--- config.mk ---
export PLATFORM = sky130hd
export DESIGN_NAME = gfs_top
export DESIGN_NICKNAME = d
export VERILOG_FILES = /design/src/hdl/gfs_pkg.sv /design/src/hdl/gfs_top.sv
export SDC_FILE = /design/constraint.sdc
export NUM_CORES = 1
export LEC_CHECK = 0
export ABC_AREA = 1
export BUFFER_PORTS_ARGS = -buffer_cell sky130_fd_sc_hd__buf_2
export CORE_ASPECT_RATIO = 1.1
export CORE_MARGIN = 2
export CORE_UTILIZATION = 62
export CTS_CLUSTER_DIAMETER = 80
export DETAILED_ROUTE_END_ITERATION = 8
export PLACE_DENSITY = 0.9
export SLEW_MARGIN = 40
export SYNTH_ARGS = -nofsm -noshare
export SYNTH_HDL_FRONTEND = slang
export SYNTH_SLANG_ARGS = --single-unit
--- constraint.sdc ---
create_clock -name pclk -period 5.6 [get_ports pclk]
set_input_delay 0.56 -clock pclk [delete_from_list [all_inputs] [get_ports pclk]]
set_output_delay 0.56 -clock pclk [all_outputs]
set_load 0.005 [all_outputs]
--- src/hdl/gfs_pkg.sv ---
// Package of constants, states and carriers for the gas monitor fault supervisor
`default_nettype none
package gfs_pkg;
    // Clock rate
    localparam int unsigned CLK_KHZ      = 250000;
    // Times in their own units
    localparam int unsigned WARM_MS      = 2000;
    localparam int unsigned WDOG_MS      = 32;
    localparam int unsigned HOLD_US      = 100;
    // Derived cycle counts
    localparam int unsigned WARM_CYC     = WARM_MS * CLK_KHZ;
    localparam int unsigned WDOG_CYC     = WDOG_MS * CLK_KHZ;
    localparam int unsigned HOLD_CYC     = (HOLD_US * CLK_KHZ) / 1000;
    // Register byte addresses
    localparam logic [7:0] ADDR_CTRL     = 8'h00;
    localparam logic [7:0] ADDR_STATUS   = 8'h04;
    localparam logic [7:0] ADDR_ALARM    = 8'h08;
    localparam logic [7:0] ADDR_BASE     = 8'h0C;
    localparam logic [7:0] ADDR_IRQ_STAT = 8'h10;
    localparam logic [7:0] ADDR_IRQ_MASK = 8'h14;
    localparam logic [7:0] ADDR_GAS      = 8'h18;
    // Control field positions
    localparam int CTRL_MODE_BIT         = 0;
    localparam int CTRL_KICK_BIT         = 1;
    localparam int CTRL_CAPT_BIT         = 2;
    // Interrupt bit positions
    localparam int IRQ_SENSOR            = 0;
    localparam int IRQ_TEMP              = 1;
    localparam int IRQ_CSUM              = 2;
    localparam int IRQ_WDOG              = 3;
    localparam int IRQ_REFUSE            = 4;
    localparam int IRQ_ALARM             = 5;
    localparam int IRQ_W                 = 6;
    // Reset values and limits
    localparam logic [7:0] ALARM_RST     = 8'h80;
    localparam logic [7:0] CAPT_LIMIT    = 8'h20;
    localparam logic [7:0] FULL_SCALE    = 8'hFF;
    localparam logic signed [7:0] TEMP_HI = 8'sh50;
    localparam logic signed [7:0] TEMP_LO = -8'sh28;
    // Device states
    typedef enum logic [2:0] {
        ST_WARMUP = 3'b000,
        ST_NORMAL = 3'b001,
        ST_ALARM  = 3'b010,
        ST_ERROR  = 3'b011,
        ST_RESET  = 3'b100
    } gfs_state_t;
    // Power-up checksum results from the memory checker
    typedef struct packed {
        logic done;
        logic fw_ok;
        logic cal_ok;
    } gfs_csum_t;
endpackage : gfs_pkg
`default_nettype wire

--- src/hdl/gfs_top.sv ---
// Fault supervisor for a gas monitor with APB registers and interrupt
//
// Contract
// - Config bit picks error or alarm reporting
// - Missing or broken sensor raises sensor fault
// - Sensor fault clears when sensor returns
// - Temperature outside limits raises self-clearing fault
// - Watchdog expiry resets system into warm-up
// - Supply low holds device in reset
// - Supply low forces output and relay inactive
// - Firmware checksum failure latches error state; with the config bit set to alarm reporting the code enters ST_ALARM instead
// - Calibration/config checksum failure also latches error; with the config bit set to alarm reporting the code enters ST_ALARM instead
// - Refuse baseline capture at high gas
// - Warm-up two seconds, zero readings
// - Error state outputs full-scale readings
// - Watchdog and supply faults reset, not error
// - All faults cleared returns to normal
//
// Implementation choices: the APB slave port and the placing of the registers.
`default_nettype none
module gfs_top
    import gfs_pkg::*;
#(
    parameter int unsigned WARM_CYCLES = gfs_pkg::WARM_CYC,
    parameter int unsigned WDOG_CYCLES = gfs_pkg::WDOG_CYC,
    parameter int unsigned HOLD_CYCLES = gfs_pkg::HOLD_CYC
) (
    input  wire logic              pclk,
    input  wire logic              presetn,
    input  wire logic              psel,
    input  wire logic              penable,
    input  wire logic              pwrite,
    input  wire logic [7:0]        paddr,
    input  wire logic [31:0]       pwdata,
    output logic [31:0]            prdata,
    output logic                   pready,
    output logic                   pslverr,
    input  wire logic              sensor_present,
    input  wire logic signed [7:0] temp_c,
    input  wire logic              supply_low,
    input  wire logic [7:0]        gas_raw,
    input  wire gfs_pkg::gfs_csum_t csum,
    input  wire logic              program_health_watchdog_kick,
    output logic [2:0]             dev_state,
    output logic [7:0]             reading,
    output logic                   ttl_out,
    output logic                   relay_out,
    output logic                   irq
);

    ////////////////////////////////////////////////////////////////////////////
    // Storage
    gfs_state_t        state_reg, state_next;   // Device state
    logic [31:0]       tmr_reg;                 // Warm-up and reset hold timer
    logic [31:0]       wdog_reg;                // Watchdog count
    logic              mode_reg;                // 1: faults report as alarm
    logic [7:0]        alarm_reg;               // Alarm threshold
    logic [7:0]        base_reg;                // Baseline offset
    logic              sens_flt_reg;            // Sensor fault flag
    logic              temp_flt_reg;            // Temperature fault flag
    logic              fw_fail_reg;             // Firmware checksum failed
    logic              cal_fail_reg;            // Calibration checksum failed
    logic              csum_seen_reg;           // Checksum result received
    logic              refused_reg;             // Last capture was refused
    logic [IRQ_W-1:0]  istat_reg, istat_next;   // Sticky events
    logic [IRQ_W-1:0]  imask_reg;               // Interrupt enables

    ////////////////////////////////////////////////////////////////////////////
    // APB decode
    wire setup_phase  = psel & ~penable;
    wire xfer_done    = psel & penable & pready;
    wire wr_done      = xfer_done & pwrite;
    wire rd_done      = xfer_done & ~pwrite;
    wire hit_ctrl     = (paddr == ADDR_CTRL);
    wire hit_status   = (paddr == ADDR_STATUS);
    wire hit_alarm    = (paddr == ADDR_ALARM);
    wire hit_base     = (paddr == ADDR_BASE);
    wire hit_istat    = (paddr == ADDR_IRQ_STAT);
    wire hit_imask    = (paddr == ADDR_IRQ_MASK);
    wire hit_gas      = (paddr == ADDR_GAS);
    wire hit_any      = hit_ctrl | hit_status | hit_alarm | hit_base
                      | hit_istat | hit_imask | hit_gas;
    wire wr_ctrl      = wr_done & hit_ctrl;
    // Kick and capture are write-one strobes, never stored
    wire sw_kick      = wr_ctrl & pwdata[CTRL_KICK_BIT];
    wire capt_req     = wr_ctrl & pwdata[CTRL_CAPT_BIT];
    wire istat_rclr   = rd_done & hit_istat;

    ////////////////////////////////////////////////////////////////////////////
    // Fault and reading conditions
    // Live level checks for sensor and temperature; their flags follow their causes, no latch needed
    wire sens_bad     = ~sensor_present;
    wire temp_bad     = (temp_c > TEMP_HI) | (temp_c < TEMP_LO);
    wire csum_bad     = fw_fail_reg | cal_fail_reg;
    wire any_fault    = sens_flt_reg | temp_flt_reg | csum_bad;
    // Net reading floors at zero below the baseline
    wire [7:0] net    = (gas_raw > base_reg) ? gas_raw - base_reg : 8'h00;
    wire gas_alarm    = (net >= alarm_reg);
    wire capt_ok      = (net < CAPT_LIMIT);
    wire kick         = program_health_watchdog_kick | sw_kick;
    wire wdog_expire  = (wdog_reg >= WDOG_CYCLES - 1);
    wire tmr_done     = (tmr_reg >= WARM_CYCLES - 1);
    wire hold_done    = (tmr_reg >= HOLD_CYCLES - 1);
    wire in_reset     = (state_reg == ST_RESET);
    wire in_error     = (state_reg == ST_ERROR);
    wire in_alarm     = (state_reg == ST_ALARM);
    wire in_warm      = (state_reg == ST_WARMUP);
    wire run_state    = ~in_reset & ~in_warm;
    wire fault_alarm  = any_fault & mode_reg;
    wire fault_error  = any_fault & ~mode_reg;

    ////////////////////////////////////////////////////////////////////////////
    // Next device state
    // Supply low and watchdog outrank every fault: both are resets
    always_comb begin
        state_next = state_reg;
        if (supply_low) begin
            state_next = ST_RESET;
        end else if (wdog_expire && !in_reset) begin
            state_next = ST_RESET;
        end else begin
            unique case (state_reg)
                ST_RESET: begin
                    // Leaves only once supply is good and hold has run
                    if (hold_done) begin
                        state_next = ST_WARMUP;
                    end
                end
                ST_WARMUP: begin
                    // Needs time and a checksum verdict; faults skip normal
                    if (tmr_done && csum_seen_reg) begin
                        if (fault_error) begin
                            state_next = ST_ERROR;
                        end else if (fault_alarm || gas_alarm) begin
                            state_next = ST_ALARM;
                        end else begin
                            state_next = ST_NORMAL;
                        end
                    end
                end
                ST_NORMAL, ST_ALARM, ST_ERROR: begin
                    if (fault_error) begin
                        state_next = ST_ERROR;
                    end else if (fault_alarm || gas_alarm) begin
                        state_next = ST_ALARM;
                    end else begin
                        state_next = ST_NORMAL;
                    end
                end
            endcase
        end
    end

    ////////////////////////////////////////////////////////////////////////////
    // Interrupt events; a new event beats the read clear
    wire [IRQ_W-1:0] ev;
    assign ev[IRQ_SENSOR] = sens_bad & ~sens_flt_reg;
    assign ev[IRQ_TEMP]   = temp_bad & ~temp_flt_reg;
    assign ev[IRQ_CSUM]   = csum.done & ~(csum.fw_ok & csum.cal_ok);
    assign ev[IRQ_WDOG]   = wdog_expire & ~in_reset;
    assign ev[IRQ_REFUSE] = capt_req & ~capt_ok;
    assign ev[IRQ_ALARM]  = (state_next == ST_ALARM) & ~in_alarm;
    assign istat_next     = (istat_rclr ? '0 : istat_reg) | ev;

    ////////////////////////////////////////////////////////////////////////////
    // Read data mux
    wire [31:0] rd_status = {22'h000000, refused_reg, supply_low, cal_fail_reg,
                             fw_fail_reg, temp_flt_reg, sens_flt_reg, 1'b0,
                             state_reg};
    wire [31:0] rd_mux =
          hit_ctrl   ? {31'h0, mode_reg}
        : hit_status ? rd_status
        : hit_alarm  ? {24'h000000, alarm_reg}
        : hit_base   ? {24'h000000, base_reg}
        : hit_istat  ? {26'h0000000, istat_reg}
        : hit_imask  ? {26'h0000000, imask_reg}
        : hit_gas    ? {24'h000000, reading}
        :              32'h00000000;

    ////////////////////////////////////////////////////////////////////////////
    // APB answer: ready in the cycle after setup, one access cycle
    always_ff @(posedge pclk or negedge presetn) begin
        if (!presetn) begin
            pready  <= 1'b0;
            prdata  <= 32'h00000000;
            pslverr <= 1'b0;
        end else begin
            // No wait states; an access always ends in one cycle
            pready  <= setup_phase;
            prdata  <= setup_phase && !pwrite ? rd_mux : 32'h00000000;
            pslverr <= setup_phase & ~hit_any;
        end
    end

    ////////////////////////////////////////////////////////////////////////////
    // Software registers
    always_ff @(posedge pclk or negedge presetn) begin
        if (!presetn) begin
            mode_reg  <= 1'b0;
            alarm_reg <= ALARM_RST;
            imask_reg <= '0;
        end else begin
            if (wr_ctrl) begin
                mode_reg <= pwdata[CTRL_MODE_BIT];
            end
            if (wr_done && hit_alarm) begin
                alarm_reg <= pwdata[7:0];
            end
            if (wr_done && hit_imask) begin
                imask_reg <= pwdata[IRQ_W-1:0];
            end
        end
    end

    ////////////////////////////////////////////////////////////////////////////
    // Baseline capture; a refused request keeps the old offset
    always_ff @(posedge pclk or negedge presetn) begin
        if (!presetn) begin
            base_reg    <= 8'h00;
            refused_reg <= 1'b0;
        end else if (capt_req && run_state) begin
            refused_reg <= ~capt_ok;
            if (capt_ok) begin
                base_reg <= gas_raw;
            end
        end
    end

    ////////////////////////////////////////////////////////////////////////////
    // Fault flags
    // Sensor and temperature flags are separate so one clearing
    // cannot hide the other
    always_ff @(posedge pclk or negedge presetn) begin
        if (!presetn) begin
            sens_flt_reg  <= 1'b0;
            temp_flt_reg  <= 1'b0;
            fw_fail_reg   <= 1'b0;
            cal_fail_reg  <= 1'b0;
            csum_seen_reg <= 1'b0;
        end else begin
            sens_flt_reg <= sens_bad;
            temp_flt_reg <= temp_bad;
            // Checksum verdict sticks until power-on reset
            if (csum.done) begin
                csum_seen_reg <= 1'b1;
                fw_fail_reg   <= fw_fail_reg | ~csum.fw_ok;
                cal_fail_reg  <= cal_fail_reg | ~csum.cal_ok;
            end
        end
    end

    ////////////////////////////////////////////////////////////////////////////
    // State, timers and watchdog
    always_ff @(posedge pclk or negedge presetn) begin
        if (!presetn) begin
            state_reg <= ST_WARMUP;
            tmr_reg   <= 32'h00000000;
            wdog_reg  <= 32'h00000000;
        end else begin
            state_reg <= state_next;
            // Timer restarts at every change of state
            tmr_reg   <= (state_next != state_reg) ? 32'h00000000 : tmr_reg + 32'h1;
            // Kicked by the control sequence; held clear during reset
            if (kick || in_reset || state_next == ST_RESET) begin
                wdog_reg <= 32'h00000000;
            end else begin
                wdog_reg <= wdog_reg + 32'h1;
            end
        end
    end

    ////////////////////////////////////////////////////////////////////////////
    // Interrupt status and outputs, all registered
    always_ff @(posedge pclk or negedge presetn) begin
        if (!presetn) begin
            istat_reg <= '0;
            irq       <= 1'b0;
            dev_state <= ST_WARMUP;
            reading   <= 8'h00;
            ttl_out   <= 1'b0;
            relay_out <= 1'b0;
        end else begin
            // Irq follows the merged value, so it lags no event
            istat_reg <= istat_next;
            irq       <= |(istat_next & imask_reg);
            dev_state <= state_next;
            // Zero while warming, full scale on error for fail safe
            unique case (state_next)
                ST_WARMUP, ST_RESET: reading <= 8'h00;
                ST_ERROR:            reading <= FULL_SCALE;
                default:             reading <= net;
            endcase
            // Reset state drives both low so loss of power is visible
            ttl_out   <= (state_next == ST_ALARM);
            relay_out <= (state_next == ST_ALARM);
        end
    end

endmodule : gfs_top
`default_nettype wire

==> results of run 1 <==
worst max-delay path, stage by stage (launching register included):
cell and delay (ps):
dfrtp_1 410, ha_1 220, fa_1 420, o21ai_2 200
nand2_1 70, a32oi_1 250, o21ai_0 140, a21oi_1 230
ha_1 300, a21oi_1 210, nand2_1 80, nand2_1 70
nand2_1 130, nand3_1 110, nand2_1 50, nor2_1 130
nand3_2 170, nand2_2 120, nand4_4 560, nor3_1 350
power by group through the flow:
stage / clock [W] / combinational [W] / sequential [W]
finish: 0.00100 / 0.0000719 / 0.000905
global route: 0.00105 / 0.0000835 / 0.000905
CTS: 0.00101 / 0.0000725 / 0.000905
detailed placement: 0 / 0.0000716 / 0.000921
global placement: 0 / 0.0000701 / 0.000921
floorplan: 0 / 0.0000404 / 0.000920
layout make-up:
| class | count | area (um2) |
|---|---|---|
| multi-input combinational | 646 | 3580 |
| fill | 875 | 3310 |
| sequential | 124 | 3100 |
| inverter | 122 | 460 |
| clock buffer | 21 | 440 |
| timing repair buffer | 70 | 364 |
| tap | 150 | 188 |
| clock inverter | 11 | 97.6 |
cell usage in the layout, fill, tap and decap left out, types with 9 or more instances in the layout:
| cell | synthesis | layout |
|---|---|---|
| clkbuf_16 | 0 | 17 |
| nand2_1 | 193 | 193 |
| a21oi_1 | 20 | 20 |
| ha_1 | 18 | 18 |
| inv_1 | 109 | 109 |
| dfrtp_1 | 123 | 123 |
| nor2_1 | 102 | 102 |
| o21ai_0 | 36 | 36 |
| nand3_1 | 38 | 38 |
| xor2_1 | 32 | 32 |
| buf_2 | 4 | 67 |
| o21ai_1 | 9 | 9 |
| nor3_2 | 41 | 41 |
| nand2_2 | 14 | 14 |
| conb_1 | 1 | 31 |
| inv_2 | 12 | 12 |
| nor2_2 | 14 | 14 |
| nor3_1 | 30 | 30 |
| nand4_1 | 12 | 12 |
metal layers:
metal	track usage (%)	up-vias
met5	0	-
met4	15.6	0
met3	5.30	61
met2	44.7	254
met1	35.1	2812
li1	-	2994
final timing paths:
kind	depth (start not counted)	from	end
worst max-delay path	19	base_reg[0]	tmr_reg[31]
worst min-delay path	1	presetn	imask_reg[3]
worst max register to register	19	base_reg[0]	tmr_reg[31]
worst min register to register	1	wdog_reg[0]	wdog_reg[0]
max in group asynchronous	2	presetn	wdog_reg[9]
min in group pclk	2	sensor_present	sens_flt_reg
through the flow:
stage,cell area [um2],std cells
floorplan,7460,929
global placement,7690,1112
detailed placement,7700,1112
CTS,8230,1144
global route,8240,1144
finish,8240,1144
logic make-up after synthesis:
group	share of synthesized area (%)
DFF	42.2
adders and majority gates	3.34
buffers and inverters	10.6
other	0.0510
and+or+nand+nor	31.7
AOI/OAI and AO/OA	7.34
xor gates and xnor gates	4.77
==> qor.txt, run 1 <==
RSZ-0062 raised after global routing: no
Largest cells by area after synthesis: dfrtp_1 (42%), nand2_1 (9.9%), nor3_2 (5.6%)
Crit start category: flop
Placement-stage worst setup slack: 1130 ps
Proportion of netlist area held by the largest area contributor: 41.9%
Number of H-tree levels: 4
Post-Route Skew: 9.88 ps
Crit path setup slack, layout: 1240 ps
Post-synthesis instance area: 0.00735 mm2
Fin nets: 1067
M1 WL: 6.65 mm
TritonCTS clock tree: done
Total track usage: 27.8%
Distinct cell type count of the synthesized netlist: 51
Detailed placer's ending HPWL: 11.8 mm
Placeable core region: 0.0115 mm2
P_int: 0.00153 W
Antenna diodes: 0
Most frequent cell after synthesis: nand2_1
Final count of pins violating max slew: 0
Num CTS Buffers: 17
Flip-flop and latch count after synthesis: 124
VDD IR-drop max: 0.171 mV
Number of buffers inserted by port buffering: 68
Leading post-synthesis cells by instance count: nand2_1 (193), dfrtp_1 (123), inv_1 (109), nor2_1 (102), nor3_2 (41)
Average wire per standard cell: 14.3 um
Number of maximum-capacitance violations: 0
Kind of critical path: flop to flop
Area growth from synthesis to layout: 12.1%
Most used flip-flop cell after synthesis: dfrtp_1
Via-per-instance ratio: 5.35
Total iterations of the first detailed-routing run: 5
Clock-pin slew on the worst setup and hold paths: 60 ps
Antenna-violating nets left: 0
Die Span X: 108 um
Number of hold-repair buffers added at the cts stage: 0
Number of failing hold endpoints at the final stage: 0
Number of antenna violations at the first check in global routing: 0
Die area: 0.0127 mm2
Routed via count: 6121
Die Height: 118 um
Wire length of the first global-routing pass: 27.5 mm
Comb power frac: 3.6%
Power density of the placed cells: 240 mW/mm2
Met2 wire len: 8.02 mm
DRT iter0 DRCs: 428
Sequential cell area fraction in the yosys report: 42.2%
Via count of the first global-routing pass: 5865
Part of the total power dissipated in the clock network: 50.6%
Number of DRC violations after detailed routing: 0
Crit path max fanout: 32
Final Wtd Congestion: 0.910
Share of async-settable or async-resettable flops after synthesis: 100%
Upper clock frequency limit: 229 MHz
Sequential cell fraction of total power: 45.8%
Core Rows: 41
Pin count of the biggest net entering global routing: 88
CTS root buf: clkbuf_16
Data required, critical path: 5910 ps
Effective utilization at floorplan: 63.7%
Fin crit period: 4360 ps
Total Power: 0.00198 W
# resized after CTS: 0
Static leakage: 3.96 nW
Total global routing overflow: 0
Reg2Reg Setup Slack: 1240 ps
Min Hold Slack: 177 ps
Number of synthesized flops with an enable pin: 0
Transition time at the pin with the least slew margin: 723 ps
Switching power of the nets: 0.000447 W
Data arrival, critical path: 4670 ps
Setup TNS: 0 ps
Utilization after layout: 71.4%
Post-route fraction of the period consumed by the critical path: 77.8%
Cell type contributing the most total cell area after synthesis: dfrtp_1
Post-synthesis average cell area: 8.18 um2
Post-Syn Instances: 899
Max_slew headroom: 51.7%
Worst hold path class: input pin to async pin
Metal3 WL: 968 um
Maximum count of clock buffers along a single path: 2
CTS sink count: 124
Uppermost metal layer occupied by signal nets: met4
Setup repair bufs after CTS: 0
Endpoint kind of the worst setup timing path: flop
Final setup violation count: 0
Top-level I/O count: 115
Total Wirelength: 16.4 mm
Share of final-layout standard cells stronger than drive strength 1: 20.2%
YS warnings: 0
Clock latency of the later-clocked register in the worst-skew pair: 430 ps
Switching portion of total power: 22.6%
Status: complete, no violations
Power figures use the tool's default switching activity.
==> inputs of run 2 (changes only) <==
Settings changed: CORE_UTILIZATION 62 to 58, PLACE_DENSITY 0.9 to 0.85.
Clock period 5.6 ns to 4.4 ns, I/O delays scaled along.
==> run 2 against run 1 <==
- design area grew 1.7%
- via count rose by 0.77%
- sequential cell count unchanged
- clock skew up 1.4 ps
- first-iteration DRC count fell by 0.70%
- setup slack got worse by 860 ps
- maximum frequency rose by 8.5%
- hold slack lost 130 ps
==> qor.txt, run 2 (synthesis gave the netlist of run 1 again) <==
Fin crit period: 4020 ps (-341 ps)
Number of antenna violations at the first check in global routing: 0 (unchanged)
# resized after CTS: 0 (unchanged)
Total track usage: 25.8% (-2.0 points)
Buf/Inv on CP: 4 (+4)
Final setup violation count: 0 (unchanged)
Commonest non-fill, non-tap cell in the layout: nand2_1
Data required, critical path: 4720 ps (-1190 ps)
Share of final-layout standard cells stronger than drive strength 1: 20.4% (+0.16 points)
Fin nets: 1070 (+0.28%)
Top cell family by delay on the critical path: simple AND/OR/NAND/NOR gates
Final instance area: 0.00838 mm2 (+1.7%)
Upper clock frequency limit: 249 MHz (+8.5%)
Clock-pin slew on the worst setup and hold paths: 50 ps (about the same)
Dominant cell type by count on the critical path: nand2_1
Number of maximum-capacitance violations: 0 (unchanged)
Die area: 0.0136 mm2 (+6.6%)
Crit start category: flop
Status: complete, no violations
Utilization after layout: 67.1% (-4.2 points)
Top-level I/O count: 115 (unchanged)
Maximum count of clock buffers along a single path: 2 (unchanged)
Placed Instance Area: 0.00775 mm2 (+0.73%)
Series of cell instances along the critical path: ha_1 > fa_1 > o21ai_2 > nand2_1 > a32oi_1 > inv_2 > nor2_1 > inv_1 > ha_1 > nand2_1 > nand3b_1 > nand2_1 > nand2_1 > nand2_1 > nand2_1 > nand2_1 > nand3_1 > nand2_1 > nand3_2 > inv_2 > nand2_1 > nand4_4 > buf_12 > nor3_2
Number of hold-repair buffers added at the cts stage: 0 (unchanged)
Final count of pins violating max slew: 0 (unchanged)
Total global routing overflow: 0 (unchanged)
Routed via count: 6168 (+0.77%)
Num CTS Buffers: 17 (unchanged)
Average wire per standard cell: 14.5 um (+1.3%)
Worst hold path class: input pin to async pin
Most frequent cells in the layout: nand2_1 (193), dfrtp_1 (123), inv_1 (109), nor2_1 (102), buf_2 (67)
Standard cell with the maximum stage delay on the critical path: dfrtp_1
Number of failing hold endpoints at the final stage: 0 (unchanged)
RSZ-0062 raised after global routing: no
Die Height: 122 um (+3.3%)
Total Wirelength: 16.7 mm (+2.1%)
Core Rows: 43 (+4.9%)
Antenna-violating nets left: 0 (unchanged)
Area growth from synthesis to layout: 14.0%
VDD IR-drop max: 0.227 mV (+33%)
Startpoint of the worst setup timing path: base_reg[0]
Endpoint kind of the worst setup timing path: flop
Power density of the placed cells: 326 mW/mm2 (+36%)
Transition time at the pin with the least slew margin: 694 ps (-29.1 ps)
Via-per-instance ratio: 5.35 (about the same)
Placeable core region: 0.0125 mm2 (+8.1%)
Crit path max fanout: 14 (-56%)
Static leakage: 4.03 nW (+1.8%)
TritonCTS clock tree: done
Final Wtd Congestion: 0.959 (+5.4%)
Total iterations of the first detailed-routing run: 6 (+1)
Min Hold Slack: 43.2 ps (-134 ps)
Worst stage delay on the critical path: 430 ps (-130 ps)
CTS sink count: 124 (unchanged)
Die Span X: 111 um (+3.3%)
Setup TNS: 0 ps (unchanged)
Data arrival, critical path: 4340 ps (-330 ps)
Max_slew headroom: 53.7% (+2.0 points)
Wire length of the first global-routing pass: 28.1 mm (+2.3%)
Post-route fraction of the period consumed by the critical path: 91.3% (+13 points)
Detailed placer's ending HPWL: 12.0 mm (+1.9%)
Effective utilization at floorplan: 58.9% (-4.8 points)
Number of H-tree levels: 4 (unchanged)
Pin count of the biggest net entering global routing: 78 (-11%)
CTS root buf: clkbuf_16
Antenna diodes: 0 (unchanged)
Start of the worst register-to-register path: base_reg[0]
DRT iter0 DRCs: 425 (-0.70%)
Setup repair bufs after CTS: 0 (unchanged)
Kind of critical path: flop to flop
Reg2Reg Setup Slack: 380 ps (-860 ps)
Number of buffers inserted by port buffering: 68 (unchanged)
Via count of the first global-routing pass: 6106 (+4.1%)
Clock latency of the later-clocked register in the worst-skew pair: 420 ps (about the same)
Number of DRC violations after detailed routing: 0 (unchanged)
Post-Route Skew: 11.3 ps (+1.39 ps)
run 2: cell count changes in the layout (fill, tap and decap cells not counted):
| cell | previous run | this run |
|---|---|---|
| clkbuf_8 | 1 | 4 |
| bufinv_16 | 1 | 4 |
| clkinv_2 | 4 | 1 |
| buf_6 | 0 | 1 |
| buf_12 | 0 | 2 |
| buf_4 | 2 | 3 |
| clkinvlp_4 | 4 | 1 |
| clkinv_4 | 2 | 0 |
run 2: worst reg2reg max path, stage by stage, from the launching register on:
cell      delay [ps]
dfrtp_1          430
ha_1             230
fa_1             430
o21ai_2          200
nand2_1           70
a32oi_1          280
inv_2            130
nor2_1           160
inv_1             60
ha_1             270
nand2_1           50
nand3b_1          80
nand2_1           50
nand2_1           60
nand2_1           60
nand2_1          180
nand2_1          110
nand3_1           90
nand2_1           60
nand3_2          150
inv_2             80
nand2_1          100
nand4_4          240
buf_12           260
nor3_2           110
run 2: layout make-up:
| class | instances | area, um2 |
|---|---|---|
| Clock buffer | 25 | 495 |
| Fill cell | 958 | 4100 |
| Sequential cell | 124 | 3100 |
| Multi-Input combinational cell | 646 | 3580 |
| Timing Repair Buffer | 73 | 409 |
| Tap cell | 157 | 196 |
| Inverter | 122 | 460 |
| Clock inverter | 6 | 133 |
run 2: power breakdown:
part	switching (W)	internal (W)	leakage [nW]
Combinational	0.0000643	0.0000291	2.13
Sequential	0.00000454	0.00115	1.60
Clock	0.000480	0.00100	0.304
run 2: path summary, 6_finish.rpt:
kind	endpoint	depth (start not counted)
max	tmr_reg[26]	24
min	pslverr	1
max reg2reg	tmr_reg[26]	24
min reg2reg	wdog_reg[0]	1
max in group asynchronous	wdog_reg[25]	2
min in group pclk	sens_flt_reg	2
run 2: per-stage QoR:
| step | power (W) | setup WS (ps) | cells |
|---|---|---|---|
| after floorplan | 0.00122 | 959 | 929 |
| after global placement | 0.00126 | 460 | 1122 |
| after detailed placement | 0.00127 | 328 | 1122 |
| after CTS | 0.00274 | 443 | 1153 |
| after global routing | 0.00281 | 123 | 1153 |
| final | 0.00273 | 382 | 1153 |
run 2: per-layer routing:
metal | GRT usage, % | vias up | routed length (um)
li1 | - | 3012 | -
met1 | 31.7 | 2893 | 6930
met2 | 44.0 | 206 | 8320
met3 | 5.42 | 57 | 894
met4 | 11.9 | 0 | 599
met5 | 0 | - | 0
